### src/shared/scerr_pkg.sv
// Constants for the scale error supervisor: register map, codes, fields.
// Assumes an APB master on pclk and a single asynchronous active-low reset.
package scerr_pkg;

  localparam int SCERR_NSCALE = 8;
  localparam int SCERR_CW = 10;

  localparam logic [9:0] SCERR_NONE = 10'h000;
  localparam logic [9:0] SCERR_NOT_NORMAL = 10'h003;
  localparam logic [9:0] SCERR_OVERLOAD = 10'h004;
  localparam logic [9:0] SCERR_OVER_RANGE = 10'h005;
  localparam logic [9:0] SCERR_UNDERLOAD = 10'h006;
  localparam logic [9:0] SCERR_UNDER_RANGE = 10'h007;
  localparam logic [9:0] SCERR_EXCITATION = 10'h00A;
  localparam logic [9:0] SCERR_SENSE = 10'h00B;
  localparam logic [9:0] SCERR_TRANSDUCER = 10'h00C;
  localparam logic [9:0] SCERR_INVALID_IN = 10'h00E;
  localparam logic [9:0] SCERR_DIGITS = 10'h014;
  localparam logic [9:0] SCERR_DIGITS_ALT = 10'h0BF;
  localparam logic [9:0] SCERR_WRONG_STATE = 10'h064;

  localparam logic [11:0] SCERR_OFF_INSTR = 12'h000;
  localparam logic [11:0] SCERR_OFF_CMD = 12'h004;
  localparam logic [11:0] SCERR_OFF_CTRL = 12'h008;
  localparam logic [11:0] SCERR_OFF_LIMEN = 12'h00C;
  localparam logic [11:0] SCERR_OFF_STATUS = 12'h010;
  localparam logic [11:0] SCERR_OFF_MASK = 12'h014;
  localparam logic [11:0] SCERR_OFF_SCALE0 = 12'h020;

  // Control register fields.
  localparam int SCERR_CTRL_DIGALT = 0;
  localparam int SCERR_CTRL_RATE = 1;
  localparam int SCERR_CTRL_RATE_W = 4;
  localparam logic [31:0] SCERR_CTRL_RST = 32'h0000_0000;
  localparam logic [7:0] SCERR_LIMEN_RST = 8'h00;

  // Status register: per-scale new-error events, then command error event.
  localparam int SCERR_ST_CMD = 8;
  localparam int SCERR_ST_W = 9;

  // Settling conversions needed before a weight is valid.
  localparam int SCERR_SETTLE_CNT = 16;

endpackage : scerr_pkg

### src/scerr_top.sv
// Scale error supervisor: classifies per-scale weighing faults into codes.
// Assumes fault inputs come from pins (synchronised here) and that weight
// comparisons against limits arrive as flags from the weighing datapath.
module scerr_top
  #(
    parameter int NSCALE = scerr_pkg::SCERR_NSCALE,
    parameter int SETTLE = scerr_pkg::SCERR_SETTLE_CNT
  )
  (
    // Clock and reset
    input wire logic pclk,
    input wire logic presetn,
    // APB slave
    input wire logic psel,
    input wire logic penable,
    input wire logic pwrite,
    input wire logic [11:0] paddr,
    input wire logic [31:0] pwdata,
    output logic [31:0] prdata,
    output logic pready,
    output logic pslverr,
    // Per-scale fault flags from the measuring front end
    input wire logic [7:0] over_limit,
    input wire logic [7:0] under_limit,
    input wire logic [7:0] over_range,
    input wire logic [7:0] under_range,
    input wire logic [7:0] exc_short,
    input wire logic [7:0] sense_bad,
    input wire logic [7:0] xdcr_bad,
    input wire logic [7:0] conv_done,
    input wire logic [7:0] digit_ovf,
    input wire logic not_normal,
    // Command checker
    input wire logic cmd_valid,
    input wire logic cmd_wrong_state,
    // Outputs to the process
    output logic [7:0] dout_passive,
    output logic [7:0] aout_zero,
    output logic in_process,
    output logic [7:0] weight_invalid,
    output logic disp_err,
    output logic [9:0] disp_code,
    output logic irq
  );
  import scerr_pkg::*;

  ////////////////////////////////////////////////////////////////////////
  // Input synchronisers for the pin-driven fault flags.
  // Every flag is a level, so each bit gets its own two-stage synchroniser;
  // no multi-bit value is carried across, and skew between bits is harmless.
  // The not-normal flag resets high so the block starts out of normal state.

  logic [8:0][7:0] sync1;
  logic [8:0][7:0] sync2;
  logic [1:0] nn_sync;

  always_ff @(posedge pclk or negedge presetn)
  begin
    if (!presetn)
    begin
      sync1 <= '0;
      sync2 <= '0;
      nn_sync <= 2'h3;
    end
    else
    begin
      sync1 <= {digit_ovf, conv_done, xdcr_bad, sense_bad, exc_short,
                under_range, over_range, under_limit, over_limit};
      sync2 <= sync1;
      nn_sync <= {nn_sync[0], not_normal};
    end
  end

  wire logic [7:0] s_ovl = sync2[0];
  wire logic [7:0] s_unl = sync2[1];
  wire logic [7:0] s_ovr = sync2[2];
  wire logic [7:0] s_unr = sync2[3];
  wire logic [7:0] s_exc = sync2[4];
  wire logic [7:0] s_sen = sync2[5];
  wire logic [7:0] s_xdc = sync2[6];
  wire logic [7:0] s_cnv = sync2[7];
  wire logic [7:0] s_dig = sync2[8];
  wire logic s_nn = nn_sync[1];

  ////////////////////////////////////////////////////////////////////////
  // Registers written by software.

  logic [31:0] ctrl;
  logic [7:0] lim_en;
  logic [SCERR_ST_W-1:0] mask;
  logic [SCERR_ST_W-1:0] status;
  logic [9:0] cmd_code;
  logic [9:0] instr_code;
  logic [7:0][9:0] code;
  logic [7:0][4:0] settle;
  logic [7:0] cnv_q;

  wire logic acc = psel && penable;
  wire logic wr = acc && pwrite;
  wire logic rate_wr = wr && paddr == SCERR_OFF_CTRL &&
    pwdata[SCERR_CTRL_RATE +: SCERR_CTRL_RATE_W] !=
    ctrl[SCERR_CTRL_RATE +: SCERR_CTRL_RATE_W];

  always_ff @(posedge pclk or negedge presetn)
  begin
    if (!presetn)
    begin
      ctrl <= SCERR_CTRL_RST;
      lim_en <= SCERR_LIMEN_RST;
      mask <= '0;
    end
    else if (wr)
    begin
      if (paddr == SCERR_OFF_CTRL)
        ctrl <= pwdata;
      if (paddr == SCERR_OFF_LIMEN)
        lim_en <= pwdata[7:0];
      if (paddr == SCERR_OFF_MASK)
        mask <= pwdata[SCERR_ST_W-1:0];
    end
  end

  ////////////////////////////////////////////////////////////////////////
  // Settling counters: a weight is valid only after enough conversions.
  // The counters are five bits wide, so SETTLE may not exceed 31; a rate
  // change restarts every scale, as all share one rate setting.

  always_ff @(posedge pclk or negedge presetn)
  begin
    if (!presetn)
    begin
      settle <= '0;
      cnv_q <= '0;
    end
    else
    begin
      cnv_q <= s_cnv;
      for (int i = 0; i < 8; i++)
      begin
        if (rate_wr)
          settle[i] <= '0;
        else if (s_cnv[i] && !cnv_q[i] && settle[i] < 5'(SETTLE))
          settle[i] <= settle[i] + 5'h01;
      end
    end
  end

  ////////////////////////////////////////////////////////////////////////
  // Classification: highest priority cause wins; code tracks live cause.
  // Later tests override earlier ones, so the last test is the strongest.

  function automatic logic [9:0] classify(input int i);
    logic [9:0] c;
    c = SCERR_NONE;
    if (s_dig[i])
      c = ctrl[SCERR_CTRL_DIGALT] ? SCERR_DIGITS_ALT : SCERR_DIGITS;
    if (s_unl[i] && lim_en[i])
      c = SCERR_UNDERLOAD;
    if (s_ovl[i] && lim_en[i])
      c = SCERR_OVERLOAD;
    if (s_unr[i])
      c = SCERR_UNDER_RANGE;
    if (s_ovr[i])
      c = SCERR_OVER_RANGE;
    if (settle[i] < 5'(SETTLE))
      c = SCERR_INVALID_IN;
    if (s_xdc[i])
      c = SCERR_TRANSDUCER;
    if (s_sen[i])
      c = SCERR_SENSE;
    if (s_exc[i])
      c = SCERR_EXCITATION;
    if (s_nn)
      c = SCERR_NOT_NORMAL;
    return c;
  endfunction : classify

  // Only weight-group codes are produced per scale; the other groups are
  // raised elsewhere during start-up or set-up.
  logic [7:0] active;
  // Codes reset to not-normal, like the synchroniser, so the outputs stay
  // passive out of reset instead of releasing for one cycle before the
  // first classification lands.
  always_ff @(posedge pclk or negedge presetn)
  begin
    if (!presetn)
      code <= {8{SCERR_NOT_NORMAL}};
    else
      for (int i = 0; i < 8; i++)
        code[i] <= (i < NSCALE) ? classify(i) : SCERR_NONE;
  end

  always_comb
  begin
    for (int i = 0; i < 8; i++)
      active[i] = code[i] != SCERR_NONE;
  end

  always_ff @(posedge pclk or negedge presetn)
  begin
    if (!presetn)
      instr_code <= SCERR_NOT_NORMAL;
    else
      instr_code <= s_nn ? SCERR_NOT_NORMAL : SCERR_NONE;
  end

  // A rejected command leaves its code until the next accepted command.
  // The command strobe comes from logic on pclk and needs no synchroniser.
  always_ff @(posedge pclk or negedge presetn)
  begin
    if (!presetn)
      cmd_code <= SCERR_NONE;
    else if (cmd_valid)
      cmd_code <= cmd_wrong_state ? SCERR_WRONG_STATE : SCERR_NONE;
  end

  ////////////////////////////////////////////////////////////////////////
  // Outputs to the process. All registered.

  always_ff @(posedge pclk or negedge presetn)
  begin
    if (!presetn)
    begin
      dout_passive <= 8'hFF;
      aout_zero <= 8'hFF;
      in_process <= 1'b0;
      weight_invalid <= 8'hFF;
    end
    else
    begin
      dout_passive <= active;
      aout_zero <= active;
      in_process <= !(|active) && !s_nn;
      weight_invalid <= active;
    end
  end

  // Display shows the lowest-numbered scale in error; text lookup is
  // done by the display controller from the code.
  always_ff @(posedge pclk or negedge presetn)
  begin
    if (!presetn)
    begin
      disp_err <= 1'b0;
      disp_code <= SCERR_NONE;
    end
    else
    begin
      disp_err <= (|active) || s_nn;
      disp_code <= s_nn ? SCERR_NOT_NORMAL : SCERR_NONE;
      for (int i = 7; i >= 0; i--)
        if (active[i])
          disp_code <= code[i];
    end
  end

  ////////////////////////////////////////////////////////////////////////
  // Interrupt status: set wins over write-one-to-clear.

  // Edge detector for new errors. It resets to all-in-error, matching the
  // code reset, so leaving reset raises no false event.
  logic [7:0] active_q;
  always_ff @(posedge pclk or negedge presetn)
  begin
    if (!presetn)
      active_q <= 8'hFF;
    else
      active_q <= active;
  end

  logic [SCERR_ST_W-1:0] ev;
  assign ev = {cmd_valid && cmd_wrong_state, active & ~active_q};

  // A write-one-to-clear that meets a new event keeps the bit set, so no
  // event is ever lost to a clear.
  always_ff @(posedge pclk or negedge presetn)
  begin
    if (!presetn)
      status <= '0;
    else if (wr && paddr == SCERR_OFF_STATUS)
      status <= (status & ~pwdata[SCERR_ST_W-1:0]) | ev;
    else
      status <= status | ev;
  end

  always_ff @(posedge pclk or negedge presetn)
  begin
    if (!presetn)
      irq <= 1'b0;
    else
      irq <= |(status & mask);
  end

  ////////////////////////////////////////////////////////////////////////
  // APB read path: zero wait states, reads have no side effects.

  function automatic logic mapped(input logic [11:0] a);
    return a == SCERR_OFF_INSTR || a == SCERR_OFF_CMD ||
      a == SCERR_OFF_CTRL || a == SCERR_OFF_LIMEN ||
      a == SCERR_OFF_STATUS || a == SCERR_OFF_MASK ||
      (a >= SCERR_OFF_SCALE0 && a < SCERR_OFF_SCALE0 + 12'h020 &&
       a[1:0] == 2'h0);
  endfunction : mapped

  // The answer is registered from the setup cycle, so every transfer takes
  // exactly one access cycle and read data stand only in that cycle.
  wire logic setup = psel && !penable;
  logic [31:0] rd;
  logic [11:0] sidx;
  always_comb
  begin
    sidx = paddr - SCERR_OFF_SCALE0;
    rd = 32'h0000_0000;
    unique case (paddr)
      SCERR_OFF_INSTR: rd = {22'h0, instr_code};
      SCERR_OFF_CMD: rd = {22'h0, cmd_code};
      SCERR_OFF_CTRL: rd = ctrl;
      SCERR_OFF_LIMEN: rd = {24'h0, lim_en};
      SCERR_OFF_STATUS: rd = {23'h0, status};
      SCERR_OFF_MASK: rd = {23'h0, mask};
      default:
        if (mapped(paddr))
          rd = {22'h0, code[sidx[4:2]]};
    endcase
  end

  always_ff @(posedge pclk or negedge presetn)
  begin
    if (!presetn)
    begin
      prdata <= '0;
      pready <= 1'b0;
      pslverr <= 1'b0;
    end
    else
    begin
      pready <= setup;
      pslverr <= setup && !mapped(paddr);
      prdata <= (setup && !pwrite) ? rd : 32'h0000_0000;
    end
  end

endmodule : scerr_top

### config.mk
export PLATFORM = sky130hd
export DESIGN_NAME = scerr_top
export DESIGN_NICKNAME = d
export VERILOG_FILES = /design/src/shared/scerr_pkg.sv /design/src/scerr_top.sv
export SDC_FILE = /design/constraint.sdc
export NUM_CORES = 1
export LEC_CHECK = 0
export BUFFER_PORTS_ARGS = -buffer_cell sky130_fd_sc_hd__buf_2
export CORE_ASPECT_RATIO = 1.5
export CORE_UTILIZATION = 50
export DETAILED_ROUTE_END_ITERATION = 8
export PLACE_DENSITY = 0.71
export SYNTH_ARGS = -nofsm -noshare
export SYNTH_HDL_FRONTEND = slang
export SYNTH_SLANG_ARGS = --single-unit
### constraint.sdc
create_clock -name pclk -period 2.4 [get_ports pclk]
set_clock_uncertainty 0.1 [all_clocks]
set_input_delay 0.12 -clock pclk [delete_from_list [all_inputs] [get_ports pclk]]
set_output_delay 0.12 -clock pclk [all_outputs]
set_load 0.03 [all_outputs]
==> key figures <==
CTS
  – TritonCTS clock tree: built
  – Root buffer cell: clkbuf_16
  – H-tree levels: 1
  – Post-CTS setup buffers: 0
  – CTS Buffer Depth: 3
  – Worst skew pair latency: 0.57 ns
  – TritonCTS buffer count: 31
  – Clock Sinks: 353
  – Reg clk slew, reported paths: 0.07 ns

Route
  – DR vias/cell: 5.39
  – ANT nets after route: 0
  – WL final: 30.5 mm
  – First-pass iteration count of the detailed router: 5
  – DR vias: 9084
  – Detailed-route DRC error count: 0
  – Avg WL per Cell: 18.1 µm
  – 1st-iter DRT viols: 464

Placed design
  – Hpwl dp: 20.8 mm
  – Placement Cell Area: 14800 µm²
  – Placer congestion estimate: 0.924
  – Number of I/O port buffers: 191
  – Placed Cells: 1503
  – Worst slack at placement: 0.335 ns

Cells and area
  – Multi-input logic area: 4180 µm²
  – Fillers: 1873
  – Share of layout cells above drive strength 1: 0.301
  – Post-layout util: 0.660
  – Layout net count: 1460
  – Antenna cells: 0
  – Syn-to-layout area delta: 28.6%
  – Reg area: 8870 µm²
  – Post-route cell area: 17200 µm²
  – Non-Filler Instances: 1686

GRT
  – First-pass GRT wire length: 48.5 mm
  – Total gr overflow: 0
  – Initial antenna violation count: 0
  – Number of global-route vias before repair: 9251
  – Tot GR Track Use: 0.231
  – Largest net degree at the start of global routing: 70

Yosys
  – EDFF count, synth: 0
  – Mapped Avg Cell Area: 13.5 µm²
  – Most used flip-flop cell after synthesis: dfrtp_1
  – Post-synth top area cell: dfrtp_1
  – Yosys warning count: 0
  – Ys async rst share: 1.00
  – Post-Synth XOR/XNOR Area: 0.0183
  – Post-Syn Instances: 989
  – Largest family of logic cells by synthesized area: simple AND/OR/NAND/NOR gates
  – Synth Area in Compound Gates: 0.0918
  – Top cells by area, synth: dfrtp_1 61%, dfstp_2 5.3%, mux2_2 4.6%
  – Adder-cell area share of the yosys netlist: 0.00749
  – Synthesized cell area: 13400 µm²
  – Post-Synth Simple-Gate Area: 0.117
  – Synth Register Bits: 353
  – Yosys cell types: 60
  – Area share of the largest cell type after synthesis: 0.610
  – Post-synthesis sequential area ratio: 0.663
  – Multiplexer share of the synthesized area: 0.0773

Timing
  – Worst-Margin Slew: 0.861 ns
  – Setup TNS Final: 0 ns
  – Endpoints failing hold: 0
  – Slew Limit Fails: 0
  – Tcrit/Tclk final: 0.941
  – RSZ-0062 raised after global routing: false
  – Setup violators final: 0
  – Minimum clock period: 2.26 ns
  – WHS: 0.0516 ns
  – Max Fclk: 0.443 GHz
  – Post-route setup slack: 0.140 ns
  – Slew HR: 0.425

Power and ir drop
  – Power, Total: 12.3 mW
  – Max IR drop VDD: 0.687 mV
  – Leakage: 7.60 nW
  – Pwr dens: 714 nW/µm²

Flow run
  – Total of max-cap violations: 0

Floorplanning
  – Die W: 135 µm
  – Die area: 27400 µm²
  – Initial Utilization: 0.513
  – Rows: 72
  – IO Pins: 195
  – Core box area: 26000 µm²
  – Chip height: 202 µm

Setup path
  – Crit end category: register
  – Worst-path fanout max: 8
  – Worst Setup EP: prdata[7]
  – Reg2Reg Capture Point: prdata[7]
  – Critical path class: in -> reg
  – Reg2reg setup slack: 0.24 ns
  – Worst setup SP type: input pin
  – Worst r2r src: code[65]
  – Worst path arrival time: 2.66 ns
  – Origin of the worst setup path: pwrite
  – Worst R2R Path Depth: 5
  – Worst Path Required: 2.80 ns

Run status
  – Outcome: complete, no violations

Min path
  – Hold crit path type: in -> reg
-- per-layer routing --
metal	up-vias	track usage	wire, µm
met4	0	0.105	1260
met5	-	0	0
li1	4200	-	-
met2	280	0.411	16200
met1	4527	0.276	11900
met3	77	0.0281	1200
-- critical path, cell delays in order --
cell,delay [ns]
dlygate4sd3_1,0.53
buf_2,0.12
nor3b_1,0.28
dlygate4sd3_1,0.63
nand3_2,0.21
a21oi_1,0.20
dlygate4sd3_1,0.57
-- registers in the layout, indices dropped and copies added, names as in the netlist, 9 cells and up --
| name | count |
|---|---|
| prdata | 32 |
| settle | 40 |
| status | 9 |
| mask | 9 |
| ctrl | 32 |
| code | 48 |
| sync1 | 72 |
-- final cells by class --
| type | instances | share of cell area |
|---|---|---|
| Clock inverter | 17 | 0.0133 |
| Inverter | 13 | 0.00284 |
| Multi-Input combinational cell | 576 | 0.243 |
| Tap cell | 333 | 0.0242 |
| Clock buffer | 41 | 0.0508 |
| Timing Repair Buffer | 353 | 0.150 |
| Sequential cell | 353 | 0.516 |
-- logic make-up (layout without fill, tap and decap cells) --
family	count (synthesis)	in the layout
AO/OA/AOI/OAI	177	177
XOR/XNOR	28	28
adder cells (fa/ha/maj)	8	8
buffers and inverters	62	424
flip-flops	353	353
multiplexers	81	81
other	1	3
AND/OR/NAND/NOR	279	279
-- power breakdown --
part / switching (mW) / total (mW) / internal, mW / leakage (nW)
clock network: 2.17 / 5.28 / 3.11 / 0.550
registers: 0.138 / 6.28 / 6.14 / 4.19
logic: 0.356 / 0.710 / 0.354 / 2.86
total: 2.67 / 12.3 / 9.60 / 7.60
-- cell usage in the layout (no fill, tap or decap), types with 18 or more instances in the layout --
master	count
o21ai_0	19
dfrtp_1	326
nand2_1	49
nand3_1	20
dlygate4sd3_1	123
buf_2	189
nor2_1	74
and2_1	25
mux2_2	55
nor3_1	18
buf_4	33
nor4_1	18
o21a_1	25
clkbuf_16	31
dfstp_2	27
a21oi_1	41
-- what timing repair did --
action                                  in CTS  in global routing
hold endpoints to repair                   480                  0
endpoints found under the setup margin       0                  1
hold buffers                               125                  0
resized for setup                            0                  3
-- how the worst min path moves through the flow --
stage,depth (start not counted),slack (ns),to,start
2_1_floorplan,0,-0.28,cmd_code[5],presetn
3_3_place_gp,1,-0.02,lim_en[1],presetn
3_5_place_dp,1,-0.01,lim_en[1],presetn
4_1_cts,5,0.03,pslverr,paddr[1]
5_1_grt,2,0.05,sync1[59],conv_done[3]
6_report,5,0.05,pslverr,paddr[1]
-- cell usage after synthesis (4+ instances only) --
cell type	instances
or4_1	4
o21a_1	25
nand2_1	49
o31ai_1	5
mux4_2	11
inv_1	13
a21o_1	5
buf_4	21
mux2i_1	14
a22oi_1	4
nand3_1	20
nand3b_1	4
mux2_2	55
dfrtp_1	326
a22o_1	16
nand2b_1	5
nor4_1	18
and4b_1	8
o2bb2ai_1	4
and2_1	25
xnor2_1	12
xor2_1	16
a211oi_1	4
o21ai_0	19
nor3_1	18
a221oi_1	4
a31oi_1	12
nor2_1	74
nor2b_1	11
a31o_2	16
clkbuf_1	15
a21oi_1	41
buf_2	9
o21bai_1	10
ha_1	8
dfstp_2	27
nand4_1	12
nor3b_1	11
Note: power is estimated with default switching activity, not from simulation.
